## src/logic/link_regs.svh

```systemverilog
// constants of the supply-modulated programming link
//
// Operation
// - power-up enters programming mode unless sealed
// - app bit or seal selects application mode
// - programmer sends telegrams on supply line
// - sensor answers by modulating its output
// - zero: no transition inside bit period
// - one: transition at half bit period
// - transition at end of every bit
// - programmer bit period 1024 us
// - sensor answer bit period 1024 us
// - telegrams carry memory, errors, field values
// - written seal takes effect next power-up
// - programmer sets seal after final programming
// - programmer reads seal back to confirm
// - diagnostic register must read all zero
// - temperature codes from magnet coefficient mapping
`ifndef LINK_REGS_SVH
`define LINK_REGS_SVH

`define LINK_BIT_US      1024
`define LINK_CLK_MHZ     100
`define LINK_CNT_W       18
`define LINK_WORD_W      16
`define LINK_WORD_BITS   5'h10
`define LINK_BOOT_WAIT   2'h3

`define LINK_OP_MSB      15
`define LINK_OP_LSB      14
`define LINK_ADR_MSB     13
`define LINK_ADR_LSB     8
`define LINK_DAT_MSB     7
`define LINK_OP_READ     2'h0
`define LINK_OP_WRITE    2'h1
`define LINK_OP_REPLY    2'h2

`define DEV_CTRL         6'h00
`define DEV_DIAG         6'h01
`define DEV_TC_LIN       6'h02
`define DEV_TC_QUAD      6'h03
`define DEV_FIELD        6'h04
`define DEV_ERR          6'h05
`define DEV_CTRL_APP     0
`define DEV_CTRL_SEAL    1
`define DEV_TC_LIN_RST   5'h15
`define DEV_TC_QUAD_RST  5'h1b

`define HOST_CMD         4'h0
`define HOST_STATUS      4'h1
`define HOST_REPLY       4'h2
`define HOST_INT         4'h3
`define HOST_MASK        4'h4
`define HOST_INT_SENT    0
`define HOST_INT_REPLY   1
`define HOST_INT_ERR     2

`endif

```

## src/logic/link_pkg.sv

```systemverilog
// types shared by both ends of the programming link
`include "link_regs.svh"
package link_pkg;
  typedef enum logic [1:0] {RX_IDLE = 2'h1, RX_BIT  = 2'h2} rx_state_t;
  typedef enum logic [1:0] {TX_IDLE = 2'h1, TX_SEND = 2'h2} tx_state_t;
  typedef enum logic [2:0] {MODE_BOOT = 3'h1, MODE_PROG = 3'h2, MODE_APP = 3'h4} mode_t;

  typedef struct packed {
    rx_state_t                 rx_st;
    logic [1:0]                sync;
    logic                      prev;
    logic [`LINK_CNT_W-1:0]    rx_cnt;
    logic                      mid;
    logic [`LINK_WORD_W-1:0]   rx_sh;
    logic [4:0]                rx_n;
    logic                      done;
    logic                      err;
    tx_state_t                 tx_st;
    logic                      line;
    logic [`LINK_CNT_W-1:0]    tx_cnt;
    logic [`LINK_WORD_W-1:0]   tx_sh;
    logic [4:0]                tx_n;
  } codec_state_t;

  typedef struct packed {
    mode_t                     mode;
    logic [1:0]                boot_cnt;
    logic [1:0]                seal_sync;
    logic                      sealed;
    logic                      app_bit;
    logic                      seal_prog;
    logic [4:0]                tc_lin;
    logic [4:0]                tc_quad;
    logic [7:0]                err_cnt;
  } dev_state_t;

  typedef struct packed {
    logic [`LINK_WORD_W-1:0]   reply;
    logic [2:0]                stat;
    logic [2:0]                mask;
    logic                      was_busy;
    logic [`LINK_WORD_W-1:0]   rdata;
  } host_state_t;
endpackage

```

## src/logic/link_if.sv

```systemverilog
// the two link wires between programmer and sensor
`timescale 1ns/1ps
interface link_if;
  logic supply_line;
  logic out_line;
  modport programmer (output supply_line, input out_line);
  modport sensor     (input supply_line, output out_line);
endinterface

```

## src/logic/sensor_end.sv

```systemverilog
// line codec and the sensor end of the programming link
`timescale 1ns/1ps
`include "link_regs.svh"
module line_codec #(
  parameter int BIT_CYCLES = `LINK_BIT_US * `LINK_CLK_MHZ
) (
  input  wire logic                    clk,
  input  wire logic                    rst,
  input  wire logic                    line_in,
  output logic                         line_out,
  input  wire logic                    tx_start,
  input  wire logic [`LINK_WORD_W-1:0] tx_word,
  output logic                         tx_busy,
  output logic [`LINK_WORD_W-1:0]      rx_word,
  output logic                         rx_done,
  output logic                         rx_err
);
  localparam logic [`LINK_CNT_W-1:0] T_HALF = `LINK_CNT_W'(BIT_CYCLES / 2 - 1);
  localparam logic [`LINK_CNT_W-1:0] T_END  = `LINK_CNT_W'(BIT_CYCLES - 1);
  localparam logic [`LINK_CNT_W-1:0] T_Q1   = `LINK_CNT_W'(BIT_CYCLES / 4);
  localparam logic [`LINK_CNT_W-1:0] T_Q3   = `LINK_CNT_W'(BIT_CYCLES * 3 / 4);
  localparam logic [`LINK_CNT_W-1:0] T_Q5   = `LINK_CNT_W'(BIT_CYCLES * 5 / 4);

  // the counters cannot hold a bit period beyond their width
  if (BIT_CYCLES < 8 || BIT_CYCLES * 5 / 4 >= (1 << `LINK_CNT_W)) begin : g_bad_bit_cycles
    $error("line_codec: BIT_CYCLES out of range");
  end

  link_pkg::codec_state_t r;
  link_pkg::codec_state_t next_r;
  logic                   edge_seen;

  // only the second sync stage feeds the edge detector
  assign edge_seen = r.sync[1] != r.prev;

  always_comb begin
    next_r        = r;
    next_r.sync   = {r.sync[0], line_in};
    next_r.prev   = r.sync[1];
    next_r.done   = 1'b0;
    next_r.err    = 1'b0;
    case (r.rx_st)
      link_pkg::RX_IDLE: begin
        if (edge_seen) begin
          next_r.rx_st  = link_pkg::RX_BIT;
          next_r.rx_cnt = '0;
          next_r.mid    = 1'b0;
          next_r.rx_n   = '0;
        end
      end
      link_pkg::RX_BIT: begin
        next_r.rx_cnt = r.rx_cnt + 1'b1;
        if (edge_seen) begin
          if (r.rx_cnt < T_Q1) begin
            next_r.err   = 1'b1;
            next_r.rx_st = link_pkg::RX_IDLE;
          end else if (r.rx_cnt < T_Q3) begin
            // a second mid edge in one bit is a broken telegram
            if (r.mid) begin
              next_r.err   = 1'b1;
              next_r.rx_st = link_pkg::RX_IDLE;
            end else begin
              next_r.mid = 1'b1;
            end
          end else begin
            next_r.rx_sh  = {r.rx_sh[`LINK_WORD_W-2:0], r.mid};
            next_r.rx_cnt = '0;
            next_r.mid    = 1'b0;
            next_r.rx_n   = r.rx_n + 1'b1;
            if (r.rx_n == `LINK_WORD_BITS - 1'b1) begin
              next_r.done  = 1'b1;
              next_r.rx_st = link_pkg::RX_IDLE;
            end
          end
        end else if (r.rx_cnt > T_Q5) begin
          next_r.err   = 1'b1;
          next_r.rx_st = link_pkg::RX_IDLE;
        end
      end
      default: next_r.rx_st = link_pkg::RX_IDLE;
    endcase

    case (r.tx_st)
      link_pkg::TX_IDLE: begin
        if (tx_start) begin
          // opening edge marks the start of the first bit
          next_r.tx_st  = link_pkg::TX_SEND;
          next_r.line   = ~r.line;
          next_r.tx_cnt = '0;
          next_r.tx_sh  = tx_word;
          next_r.tx_n   = `LINK_WORD_BITS;
        end
      end
      link_pkg::TX_SEND: begin
        next_r.tx_cnt = r.tx_cnt + 1'b1;
        if (r.tx_cnt == T_HALF && r.tx_sh[`LINK_WORD_W-1])
          next_r.line = ~r.line;
        if (r.tx_cnt == T_END) begin
          next_r.line   = ~r.line;
          next_r.tx_sh  = {r.tx_sh[`LINK_WORD_W-2:0], 1'b0};
          next_r.tx_cnt = '0;
          next_r.tx_n   = r.tx_n - 1'b1;
          if (r.tx_n == 5'h01)
            next_r.tx_st = link_pkg::TX_IDLE;
        end
      end
      default: next_r.tx_st = link_pkg::TX_IDLE;
    endcase
  end

  always_ff @(posedge clk or posedge rst) begin
    if (rst) begin
      r       <= '0;
      r.rx_st <= link_pkg::RX_IDLE;
      r.tx_st <= link_pkg::TX_IDLE;
    end else begin
      r <= next_r;
    end
  end

  assign line_out = r.line;
  assign tx_busy  = r.tx_st != link_pkg::TX_IDLE;
  assign rx_word  = r.rx_sh;
  assign rx_done  = r.done;
  assign rx_err   = r.err;
endmodule // line_codec

module sensor_end #(
  parameter int BIT_CYCLES = `LINK_BIT_US * `LINK_CLK_MHZ
) (
  input  wire logic  clk,
  input  wire logic  rst,
  link_if.sensor     link,
  input  wire logic  sealed_nv,
  input  wire logic [7:0] diag_flags,
  input  wire logic [7:0] field_value,
  output logic       prog_mode,
  output logic       app_mode,
  output logic       seal_write,
  output logic [4:0] linear_temp_coefficient_code,
  output logic [4:0] quadratic_temp_coefficient_code
);
  link_pkg::dev_state_t    r;
  link_pkg::dev_state_t    next_r;
  logic                    tx_start;
  logic [`LINK_WORD_W-1:0] tx_word;
  logic [`LINK_WORD_W-1:0] rx_word;
  logic                    rx_done;
  logic                    rx_err;
  logic [1:0]              op;
  logic [5:0]              adr;
  logic [7:0]              dat;
  logic [7:0]              rd_val;

  line_codec #(.BIT_CYCLES(BIT_CYCLES)) codec (
    .clk      (clk),
    .rst      (rst),
    .line_in  (link.supply_line),
    .line_out (link.out_line),
    .tx_start (tx_start),
    .tx_word  (tx_word),
    .tx_busy  (),
    .rx_word  (rx_word),
    .rx_done  (rx_done),
    .rx_err   (rx_err)
  );

  assign op  = rx_word[`LINK_OP_MSB:`LINK_OP_LSB];
  assign adr = rx_word[`LINK_ADR_MSB:`LINK_ADR_LSB];
  assign dat = rx_word[`LINK_DAT_MSB:0];

  always_comb begin
    case (adr)
      `DEV_CTRL:    rd_val = {6'h00, r.seal_prog, r.app_bit};
      `DEV_DIAG:    rd_val = diag_flags;
      `DEV_TC_LIN:  rd_val = {3'h0, r.tc_lin};
      `DEV_TC_QUAD: rd_val = {3'h0, r.tc_quad};
      `DEV_FIELD:   rd_val = field_value;
      `DEV_ERR:     rd_val = r.err_cnt;
      default:      rd_val = 8'h00;
    endcase
  end

  always_comb begin
    next_r           = r;
    next_r.seal_sync = {r.seal_sync[0], sealed_nv};
    tx_start         = 1'b0;
    tx_word          = '0;
    case (r.mode)
      link_pkg::MODE_BOOT: begin
        // wait for the seal strap to clear its synchroniser
        next_r.boot_cnt = r.boot_cnt + 1'b1;
        if (r.boot_cnt == `LINK_BOOT_WAIT) begin
          next_r.sealed = r.seal_sync[1];
          next_r.mode   = r.seal_sync[1] ? link_pkg::MODE_APP
                                         : link_pkg::MODE_PROG;
        end
      end
      link_pkg::MODE_PROG: begin
        if (r.app_bit) begin
          next_r.mode = link_pkg::MODE_APP;
        end else if (rx_done) begin
          if (op == `LINK_OP_READ) begin
            tx_start = 1'b1;
            tx_word  = {`LINK_OP_REPLY, adr, rd_val};
          end else if (op == `LINK_OP_WRITE) begin
            tx_start = 1'b1;
            tx_word  = {`LINK_OP_REPLY, adr, dat};
            case (adr)
              `DEV_CTRL: begin
                next_r.app_bit   = dat[`DEV_CTRL_APP];
                // stored seal only acts after the next power-up
                next_r.seal_prog = dat[`DEV_CTRL_SEAL];
              end
              `DEV_TC_LIN:  next_r.tc_lin  = dat[4:0];
              `DEV_TC_QUAD: next_r.tc_quad = dat[4:0];
              default: ;
            endcase
          end else if (r.err_cnt != 8'hff) begin
            next_r.err_cnt = r.err_cnt + 1'b1;
          end
        end else if (rx_err && r.err_cnt != 8'hff) begin
          next_r.err_cnt = r.err_cnt + 1'b1;
        end
      end
      // application mode is left only by power-up
      link_pkg::MODE_APP: ;
      default: next_r.mode = link_pkg::MODE_BOOT;
    endcase
  end

  always_ff @(posedge clk or posedge rst) begin
    if (rst) begin
      r         <= '0;
      r.mode    <= link_pkg::MODE_BOOT;
      r.tc_lin  <= `DEV_TC_LIN_RST;
      r.tc_quad <= `DEV_TC_QUAD_RST;
    end else begin
      r <= next_r;
    end
  end

  assign prog_mode                       = r.mode == link_pkg::MODE_PROG;
  assign app_mode                        = r.mode == link_pkg::MODE_APP;
  assign seal_write                      = r.seal_prog;
  assign linear_temp_coefficient_code    = r.tc_lin;
  assign quadratic_temp_coefficient_code = r.tc_quad;
endmodule // sensor_end

```

## src/flat_wrapper.sv

```systemverilog
// flat-port wrapper written by rule: the top's interface ports become plain ports
module sensor_end_flat 
#(
  parameter int BIT_CYCLES = `LINK_BIT_US * `LINK_CLK_MHZ
)
  (clk, rst, sealed_nv, diag_flags, field_value, prog_mode, app_mode, seal_write, linear_temp_coefficient_code, quadratic_temp_coefficient_code, link_supply_line, link_out_line);
  link_if link_i ();
  input  wire logic clk;
  input  wire logic rst;
  input  wire logic sealed_nv;
  input  wire logic [7:0] diag_flags;
  input  wire logic [7:0] field_value;
  output logic prog_mode;
  output logic app_mode;
  output logic seal_write;
  output logic [4:0] linear_temp_coefficient_code;
  output logic [4:0] quadratic_temp_coefficient_code;
  input wire logic [$bits(link_i.supply_line)-1:0] link_supply_line;
  output wire logic [$bits(link_i.out_line)-1:0] link_out_line;
  assign link_i.supply_line = link_supply_line;
  assign link_out_line = link_i.out_line;
  sensor_end #(.BIT_CYCLES(BIT_CYCLES)) u_core (.clk(clk), .rst(rst), .link(link_i), .sealed_nv(sealed_nv), .diag_flags(diag_flags), .field_value(field_value), .prog_mode(prog_mode), .app_mode(app_mode), .seal_write(seal_write), .linear_temp_coefficient_code(linear_temp_coefficient_code), .quadratic_temp_coefficient_code(quadratic_temp_coefficient_code));
endmodule
```

## config.mk

```make
export PLATFORM = sky130hd
export DESIGN_NAME = sensor_end_flat
export DESIGN_NICKNAME = d
export VERILOG_FILES = /design/src/logic/link_pkg.sv /design/src/logic/link_if.sv /design/src/logic/sensor_end.sv /design/src/flat_wrapper.sv
export VERILOG_INCLUDE_DIRS = /design/src /design/src/logic
export SDC_FILE = /design/constraint.sdc
export NUM_CORES = 1
export LEC_CHECK = 0
export BUFFER_PORTS_ARGS = -buffer_cell sky130_fd_sc_hd__buf_2
export CAP_MARGIN = 20
export CELL_PAD_IN_SITES_DETAIL_PLACEMENT = 2
export CELL_PAD_IN_SITES_GLOBAL_PLACEMENT = 2
export CORE_AREA = 2 2 121 123
export DETAILED_ROUTE_END_ITERATION = 16
export DIE_AREA = 0 0 123 125
export GPL_TIMING_DRIVEN = 0
export PLACE_DENSITY = 0.94
export SLEW_MARGIN = 25
export SYNTH_ARGS = -nofsm -noshare
export SYNTH_HDL_FRONTEND = slang
export SYNTH_SLANG_ARGS = --single-unit
```

## constraint.sdc

```tcl
create_clock -name clk -period 9.9 [get_ports clk]
set_input_delay 1.98 -clock clk [delete_from_list [all_inputs] [get_ports clk]]
set_output_delay 1.98 -clock clk [all_outputs]
set_load 0.01 [all_outputs]
```

# Word level (Yosys, flattened, before mapping)
# Index checks and enable logic that the tools add are counted.
# classes
muxes	56
n_reduce_logical	21
addsub	6
n_eq_ne	36
magnitude_cmp	3
n_bitwise	6
# ops
cell	n
$mux W42	2
$mux W41	2
$mux W16	5
$pmux W40 S2	1
$pmux W8 S6	1
$mux W20	2
$pmux W19 S2	1
$add A18 B1 Y18 const B	2
$mux W8	4
$mux W12	2
$reduce_and A6 Y1	4
$mux W22	1
$mux W2	10
$mux W19	1
$eq A18 B16 Y1 const B	1
$eq A18 B17 Y1 const B	1
$gt A18 B17 Y1 const B	1
$lt A18 B15 Y1 const B	1
$lt A18 B17 Y1 const B	1
$mux W18	1
$ne A2 B2 Y1 const B	9
$mux W5	3
$mux W1	13
$eq A6 B2 Y1 const B	2
31 further kinds	57
# totals
reg_bits	116
output_inout_bits	14
input_bits	20
elab_cells	150

# Logic depth before layout (Yosys ltp)
# Gate-level depths: netlist of the first run.
# depth
word_depth	8
depth_mapped	8
ltp_nobuf	7

# Cells and area by module
# Synthesis of the first run repeated with hierarchy kept, for this count alone.
# hier_totals
cells_unflattened	624
hier_area_um2	6304.8
# modules_own_cells
mod	cells_each	seq_area_each_um2	n_inst	area_per_inst_um2
line_codec	440	2229.6	1	4493.1
sensor_end	184	685.7	1	1811.7

# Worst setup path before layout of the first run
# OpenSTA, ideal clock, no wires.
# synth_path
path_kind	in2reg
from	input field_value[5]
to	register u_core.codec.r[10] (netlist name)
cell_stages	5
path_slack_ns	6.914
arrival_ns	2.860
required_time_ns	9.774
setup_ns	0.126
path_buffers	0
cell_sequence	mux2_2 > a22o_1 > a22oi_1 > nor2_1 > a221o_1
# synth_between
elab_chain_cells	7
# synth_lines
item	line	source
from (decl)	flat_wrapper.sv:12	input wire logic [7:0] field_value;
$pmux W8 S6	sensor_end.sv:173	case (adr)
$mux W16	sensor_end.sv:203	if (op == `LINK_OP_READ) begin
$mux W16	sensor_end.sv:202	end else if (rx_done) begin
$mux W16	sensor_end.sv:200	if (r.app_bit) begin
$mux W16	sensor_end.sv:189	case (r.mode)
$mux W42	sensor_end.sv:85	if (tx_start) begin
$pmux W40 S2	sensor_end.sv:83	case (r.tx_st)
to (signal assigned)	sensor_end.sv:117	r <= next_r;
to (decl)	sensor_end.sv:29	link_pkg::codec_state_t r;
# No other way between the ends. The select of a mux whose other input is x is not followed.
# A chain may end at the register's enable or synchronous reset.

# Worst setup path in the final report of the first run
# layout_path
from	register u_core.r[26] (netlist name)
to	output app_mode
# layout_between
elab_chain_cells	1
# layout_lines
item	line	source
from (decl)	sensor_end.sv:143	link_pkg::dev_state_t r;
from (signal assigned)	sensor_end.sv:239	r <= next_r;
$eq A3 B3 Y1	sensor_end.sv:244	assign app_mode = r.mode == link_pkg::MODE_APP;
to (decl)	flat_wrapper.sv:14	output logic app_mode;
# No other way between the ends.

==> results list, run 1 <==
- For this run the aggregate overflow at the end of global routing stands at 0.
- TritonCTS Sinks: 116
- Portion of the post-synthesis area used by sequential elements: approximately 50%
- Vias post-DR: around 5,200
- Starting utilization of the core area: between 40% and 50%
* Setup fix buffers added after clock tree synthesis: 0
- Slowest stage delay, CP: about 0.45 ns
* Cell class contributing the biggest share of worst-path delay: flip-flops
* Crit path required time: ~7.9 ns
* Detail Placement HPWL: about 14 mm
- Slew of the pin with the lowest slew margin: 0.845 ns
- Most used cells in the layout excluding fill and tap cells: sky130_fd_sc_hd__dfrtp_1, sky130_fd_sc_hd__nand2_1, sky130_fd_sc_hd__nor2_1, sky130_fd_sc_hd__o21ai_0, sky130_fd_sc_hd__buf_2
* Row count: 44
- Counting I/O delays and the setup requirement, the final critical path takes ~3.4 ns.
- Synthesized Nets: around 610
* Final setup viols: 0
- Num CTS Buffers: 17
- The first detailed-routing pass ran for 7 iterations.
* Area of the core region: between 0.01 and 0.015 mm2
* Reg-to-reg critical path endpoint: u_core.codec.r[13]$_DFFE_PP0P_
* Maximum number of pins on one net before global-route repair: 65
- Number of different library cells in the post-synthesis netlist: between 60 and 70
* Number of maximum-capacitance violations: 0
* Clock root buffer: sky130_fd_sc_hd__clkbuf_16
- The via count of the first global-routing pass was approximately 6,100.
* Critical Path End: app_mode
* Maximum VDD drop: roughly 130 uV
- Hold repair after CTS inserted 0 buffers.
- Leaving out filler cells and counting taps, the final layout contains 833.
- Synthesized flop and latch total: ~120
- Clk_skew: around 0.013 ns
* CP Launch Point: u_core.r[26]$_DFFE_PP0P_
- The number of hold-slack violations in the final timing report is 0.
- Cell type contributing the most total cell area after synthesis: sky130_fd_sc_hd__dfrtp_1
- Number of cell instances on the worst register-to-register path: 6
* Total instance count after detailed placement: 800
- In this run the tightest slew margin relative to its limit is a little over two fifths.
- CTS resizes: 0
* Critical-path top delay cell: sky130_fd_sc_hd__dfrtp_1
- Unrepaired setup endpoints after global routing: false
- Most frequent standard cell in the layout excluding fill and tap cells: sky130_fd_sc_hd__dfrtp_1
* Worst hold-check slack: ~0.35 ns
* Detail-routed net length per standard cell: roughly 28 um
* Final core utilization: around half
* CTS tree: done
- Maximum level of the CTS H-tree: 4
- The congestion estimate from routability-driven global placement came to a little over 0.8.
- Post-Syn Area per Cell: ~10 um2
* Prevailing post-synth register cell: sky130_fd_sc_hd__dfrtp_1
- Synthesized cell area: between 0.005 and 0.006 mm2
- Run status: finished, final reports clean
- GR Util All Layers: 31.7%
- The critical path is of the flop to output pin type.
* Max Slew Vio Count: 0
- Setup slack on the worst reg-to-reg path comes out at roughly 7 ns.
- Chain of cells forming the critical path: nand2b_1 > nor2_1 > buf_2
- Dividing the final minimum period by the clock period gives 34.6%.
- Buffer and inverter count on the worst path: 1
- Max FO, Critical Path: 8
- Clock latency at the later pin of the worst-skew pair: around 0.44 ns
* Maximum count of clock buffers along a single path: 2
* Share of post-route cells with drive strength above 1: a little over a fifth
- After synthesis, the largest area contributor takes up approximately 45% of total cell area.
* Setup crit end kind: output pin
* Type of the most critical hold path: flop to flop
- Post-synthesis cell count: between 500 and 600
* Crit path setup slack, layout: 6.48 ns
* Final sum of negative setup slack: 0 ns
- Setup slack after placement: about 6.5 ns
- In the post-synthesis netlist, the biggest area contributors are sky130_fd_sc_hd__dfrtp_1, sky130_fd_sc_hd__mux2_2, sky130_fd_sc_hd__dfstp_2.
- Max Clk Rate: about 0.29 GHz
- In this run the remaining antenna-violating nets after routing total 0.
* Detailed Route Iter0 Violations: ~270
- Worst setup SP type: flop
- Final layout net count: about 660
* Worst-path clk slew: around 0.050 ns
* Number of enable flip-flop cells after synthesis: 0
- Antenna violations before repair: 1
- P&R area growth vs syn: 19.3%
- Dividing total power by cell area gives a power density of 207 mW/mm2.
- The critical path crosses 3 cells after its start point.
- Data arrival time of the critical path: 1.44 ns
* Total I/O pin count: 34
- The floorplan step set the die height to 125 um.
- DRC: 0
- During synthesis, Yosys emitted a total of 0 warnings.
- Total of buffers placed on input and output ports: 33
- Worst reg2reg path startpoint: u_core.codec.r[33]$_DFFE_PP0P_
- Final Routed Wirelength: around 23 mm
* Full die area: roughly 0.015 mm2
- After synthesis, the share of flip-flops with an asynchronous set or reset is 100%.
- Vias per std cell: ~6.3
- Global-route wire length before repair: 35.9 mm
* Die outline width: around 120 um
- Leakage power: between 3 and 4 nW
-- Yosys cell counts (all sizes together) (8+ instances only) --
cell type / number
nand3: 23
clkbuf: 10
inv: 18
dfrtp: 106
xnor2: 19
and3: 9
xor2: 10
buf: 22
nor3: 15
nand2: 54
nor4b: 8
a31oi: 16
o21ai: 43
nor2: 48
a22oi: 13
ha: 9
dfstp: 10
a21oi: 23
nand2b: 8
mux2: 32
-- worst register-to-register path, stage by stage, from the launching register on --
cell	delay [ns]
sky130_fd_sc_hd__dfrtp_1	0.47
sky130_fd_sc_hd__nor3_1	0.35
sky130_fd_sc_hd__nor3b_1	0.70
sky130_fd_sc_hd__nand3_1	0.34
sky130_fd_sc_hd__clkbuf_1	0.31
sky130_fd_sc_hd__o21ai_0	0.26
sky130_fd_sc_hd__a21oi_1	0.16
-- power by group --
| part | internal (mW) | switching, mW |
|---|---|---|
| Clock | 0.521 | 0.246 |
| Combinational | 0.0526 | 0.112 |
| Sequential | 0.498 | 0.0269 |
| Total | 1.07 | 0.385 |
-- metal layers --
layer | vias to the layer above | GRT usage, % | wire (um)
met5 | - | 0 | 0
met4 | 0 | 15.8 | 1090
met3 | 87 | 7.66 | 890
met2 | 175 | 57.1 | 12500
met1 | 2763 | 34.2 | 8780
li1 | 2219 | - | -
-- layout make-up --
type	instances	area (um2)
tap	184	230
sequential	116	2920
fill	1423	7150
clock buffer	17	425
timing repair buffer	34	193
buffer	32	185
multi-input combinational	416	2750
clock inverter	15	284
antenna	1	2.50
inverter	18	72.6
-- kinds of logic (layout without fill, tap and decap cells) --
family                     Yosys count  count (layout)  share of synthesized area, %
DFF                                116             116                          49.3
xor gates and xnor gates            29              29                          4.30
other                                0               1                             0
and+or+nand+nor                    206             206                          17.9
buffers and inverters               50             116                          4.27
AOI/OAI and AO/OA                  133             133                          14.6
muxes                               39              39                          7.74
adders and majority gates            9               9                          1.90
-- through the flow --
step / power, mW / cell area (um2)
2_1_floorplan: 0.627 / 5910
3_3_place_gp: 0.665 / 6310
3_5_place_dp: 0.685 / 6340
4_1_cts: 1.46 / 7050
5_1_grt: 1.50 / 7050
6_report: 1.46 / 7050
-- how the worst min path moves through the flow --
stage,endpoint,from,cells after the start
detailed placement,u_core.codec.next_r[84]$_DFF_PP0_,u_core.codec.next_r[86]$_DFF_PP0_,0
global route,u_core.codec.next_r[84]$_DFF_PP0_,u_core.codec.next_r[86]$_DFF_PP0_,0
floorplan,u_core.codec.next_r[84]$_DFF_PP0_,u_core.codec.next_r[86]$_DFF_PP0_,0
CTS,u_core.codec.next_r[84]$_DFF_PP0_,u_core.codec.next_r[86]$_DFF_PP0_,0
finish,u_core.codec.next_r[84]$_DFF_PP0_,u_core.codec.next_r[86]$_DFF_PP0_,0
global placement,u_core.r[22]$_DFF_PP0_,u_core.next_r[22]$_DFF_PP0_,0
-- sequential cells by signal, indices dropped and copies added, names as in the netlist, 2 cells and up --
name	cells
u_core.r	15
u_core.codec.r	68
u_core.quadratic_temp_coefficient_code	5
u_core.codec.next_r	2
u_core.linear_temp_coefficient_code	5
u_core.codec.rx_word	16
(Power assumes the default switching activity.)
==> run 2, diff against run 1 <==
Settings changed: ABC_AREA set to 1, CORE_AREA 2 2 121 123 to 2 2 134 136, DIE_AREA 0 0 123 125 to 0 0 136 138, PLACE_DENSITY 0.94 to 0.9.
Clock period 9.9 ns to 3.5 ns, I/O delays scaled along.
==> results list, run 2 <==
- Counting I/O delays and the setup requirement, the final critical path takes about 2.1 ns.
- The worst path uses 60.9% of the clock period.
* Crit path required time: about 2.8 ns
* Warning count from the yosys run: 0
- Start-to-end type of the worst setup path: flop to output pin
- The analysis attributes to net switching a power of between 1 and 1.5 mW.
* Initial DRT Pass Iterations: 4
- Of the total power, the share spent switching nets is between 30% and 40%.
- Num CTS Buffers: 17
* Synth cell count leaders: sky130_fd_sc_hd__nand2_1, sky130_fd_sc_hd__inv_1, sky130_fd_sc_hd__dfrtp_1, sky130_fd_sc_hd__nor2_1, sky130_fd_sc_hd__o21ai_0
- At the pin with the least slew margin, the transition time is around 0.6 ns.
* Adder-cell share of the synthesized area: under 10%
- Once placement completed, the tool counted placed cells totaling around 1,100.
- Input and output buffers added on the ports amount to 33.
* Register area: approximately 0.0029 mm2
- In the final layout, the share of cells above drive strength 1 is between 15 and 20%.
- Summing all placed instances gives a cell area of between 0.006 and 0.007 mm2.
- For this run, the total global-route usage over all layers was measured as between 20% and 30%.
- Unrepaired setup endpoints after global routing: false
- Final setup viols: 0
* TritonCTS Sinks: 116
* Final sum of negative setup slack: 0 ns
* Starting utilization of the core area: between 30% and 40%
- The run finished with clean final reports.
- Summed over all nets, the half-perimeter wirelength after detailed placement is approximately 15 mm.
- After synthesis, the largest family of logic cells by area is simple AND/OR/NAND/NOR gates.
- STA classifies the critical path startpoint as a flop.
- Worst-case headroom to the max-slew limit: 59.9%
- Async set-or-reset flop fraction in the synthesized netlist: 100%
- Data arrives at the worst endpoint at between 1 and 1.5 ns.
- Full die area: ~0.019 mm2
- Yosys attributes the largest share of cell area to sky130_fd_sc_hd__dfrtp_1, sky130_fd_sc_hd__nand2_1, sky130_fd_sc_hd__inv_1.
- Dividing total power by cell area gives a power density of roughly 500 mW/mm2.
- P&R area growth vs syn: 18.4%
- Number of hold buffers added after cts: 0
- Post-synthesis cell count: between 800 and 900
- The register with the most flip-flops in the layout has a little under 70 of them.
- The min-delay analysis places its worst path in the category input port to asynchronous set/reset pin.
- The cell area that synthesis handed to floorplanning was ~0.0063 mm2.
- Total I/O pin count: 34
- Most common cell in the netlist: sky130_fd_sc_hd__nand2_1
- Share of the synthesized area in compound gates (AO/OA/AOI/OAI): around 11%
- Leakage power: approximately 3.6 nW
- Share of total power in the clock network: a little under half
- Area of the core region: approximately 0.018 mm2
- Setup fix buffers added after clock tree synthesis: 0
- Post-Synth XOR/XNOR Area: under 10%
- Fin cells: approximately 1,100
- Leaving out fill and tap cells, the most frequent cell in the layout is sky130_fd_sc_hd__nand2_1.
- Max Clk Rate: around 0.47 GHz
- The number of antenna diodes in the final layout is 0.
- The number of hold-slack violations in the final timing report came to 0.
* CTS resizes: 0
- After detailed routing, the average wire length per cell comes to approximately 21 um.
- Clock latency on the worst-skew pair, taken at its later pin, is 0.44 ns.
* Maximum number of pins on one net before global-route repair: 26
- The biggest area contributor in the post-synthesis netlist is sky130_fd_sc_hd__dfrtp_1.
* DRC: 0
- Max-cap violations in this run came to 0.
- In this run the vertical extent of the chip is roughly 140 um.
- Maximum count of clock buffers along a single path: 2
- Share of total power in combinational logic: between 10 and 15%
* Vias per std cell: approximately 5.2
* Routability congestion estimate: about 0.84
* Synthesized Nets: between 800 and 900
- Number of fillers in the final layout: between 2,000 and 2,500
* Post-Syn Area per Cell: about 7.7 um2
- After the last flow step, the layout net total stands at around 890.
* Global-route wire length before repair: approximately 37 mm
* Aggregate global routing overflow: 0
* Max Slew Vio Count: 0
* Maximum level of the CTS H-tree: 4
- CTS tree: done
- After synthesis, the largest area contributor takes up 42.4% of total cell area.
- Clk_skew: between 0.01 and 0.015 ns
- Maximum VDD drop: between 300 and 400 uV
- The via count of the first global-routing pass came to 6,616.
- Measured along the x axis, the die boundary spans approximately 140 um.
- Synthesis inferred 116 register bits.
* Number of enable flip-flop cells after synthesis: 0
* Internal portion of total power: between 2 and 3 mW
- The final layout contains routed wiring with a total length of approximately 23 mm.
- Sequential cells account for about 40% of the total power.
- Sequential elements use roughly 47% of the synthesized area.
- The multi-input combinational cells in the finished layout cover a total of roughly 0.0027 mm2.
* Antenna violations before repair: 0
- Of the post-synthesis cell area, the part taken by muxes is 0%.
* Number of different library cells in the post-synthesis netlist: 42
- Most flop-heavy register: u_core.codec.r
- Clock root buffer: sky130_fd_sc_hd__clkbuf_16
- Row count: 49
* Detailed Route Iter0 Violations: 229
- Prevailing post-synth register cell: sky130_fd_sc_hd__dfrtp_1
- Vias post-DR: 5,782
- Cell area after layout: between 0.007 and 0.008 mm2
- In this run the worst path has a maximum fanout of 4.
* Post-synthesis simple-gate area fraction: 27.3%
- Most used cells in the layout excluding fill and tap cells: sky130_fd_sc_hd__nand2_1, sky130_fd_sc_hd__inv_1, sky130_fd_sc_hd__dfrtp_1, sky130_fd_sc_hd__nor2_1, sky130_fd_sc_hd__o21ai_0
- Setup crit end kind: output pin
- After clock tree synthesis, the clock-pin slew on the worst setup and hold paths is 0.06 ns.
- Once detail routing completed, the nets flagged for antenna violations numbered 0.
[run 2: cell families (layout without fill, tap and decap cells)]
group           after synthesis  after routing
simple gates                387            387
buf+inv                     151            221
compound gates              123            123
flops                       116            116
xor+xnor                     22             22
fa+ha+maj                     9              9
[run 2: through the flow]
stage | power [mW] | hold WS, ns | utilization [%] | worst slack (ns)
6_report | 3.73 | 0.295 | 42.3 | 1.37
3_3_place_gp | 1.98 | 0.334 | 38.3 | 0.481
3_5_place_dp | 2.03 | 0.336 | 39.0 | 1.54
4_1_cts | 3.77 | 0.298 | 42.3 | 1.34
5_1_grt | 3.89 | 0.314 | 42.3 | 1.26
2_1_floorplan | 1.83 | 0.331 | - | 1.39
[run 2: worst paths after layout]
kind | startpoint | to | slack, ns | depth (start not counted)
worst max-delay path | u_core.r[25]$_DFFE_PP1P_ | prog_mode | 1.37 | 4
worst min-delay path | rst | u_core.codec.r[29]$_DFFE_PP0P_ | 0.30 | 2
worst max register to register | u_core.codec.r[21]$_DFFE_PP0P_ | u_core.codec.line_out$_DFFE_PP0P_ | 1.46 | 11
worst min register to register | u_core.next_r[22]$_DFF_PP0_ | u_core.r[22]$_DFF_PP0_ | 0.35 | 0
max in group asynchronous | rst | u_core.codec.r[40]$_DFFE_PP1P_ | 2.48 | 4
min in group clk | u_core.next_r[22]$_DFF_PP0_ | u_core.r[22]$_DFF_PP0_ | 0.35 | 0
[run 2: power by group through the flow]
| stage | logic, mW | clock network, mW | registers, mW |
|---|---|---|---|
| 3_5_place_dp | 0.516 | 0 | 1.51 |
| 6_report | 0.521 | 1.72 | 1.49 |
| 2_1_floorplan | 0.334 | 0 | 1.49 |
| 3_3_place_gp | 0.473 | 0 | 1.50 |
| 5_1_grt | 0.596 | 1.80 | 1.50 |
| 4_1_cts | 0.534 | 1.74 | 1.49 |
[run 2: critical path, stage by stage (launching register included)]
cell	delay (ns)
sky130_fd_sc_hd__dfstp_2	0.53
sky130_fd_sc_hd__inv_1	0.07
sky130_fd_sc_hd__nand3_2	0.16
sky130_fd_sc_hd__inv_1	0.10
sky130_fd_sc_hd__buf_2	0.15
[run 2: final cells by class]
type | instances | area share, %
Sequential cell | 116 | 39.3
Multi-Input combinational cell | 541 | 36.4
Inverter | 126 | 6.46
Clock inverter | 14 | 1.74
Buffer | 25 | 2.30
Clock buffer | 18 | 5.92
Tap cell | 229 | 3.86
Timing Repair Buffer | 38 | 3.98
[run 2: per-layer routing]
| layer | wire length [um] | up-vias | track usage, % |
|---|---|---|---|
| met5 | 0 | - | 0 |
| met4 | 533 | 0 | 9.70 |
| met3 | 529 | 34 | 3.96 |
| met2 | 12300 | 81 | 47.2 |
| met1 | 9390 | 2979 | 30.0 |
| li1 | - | 2688 | - |
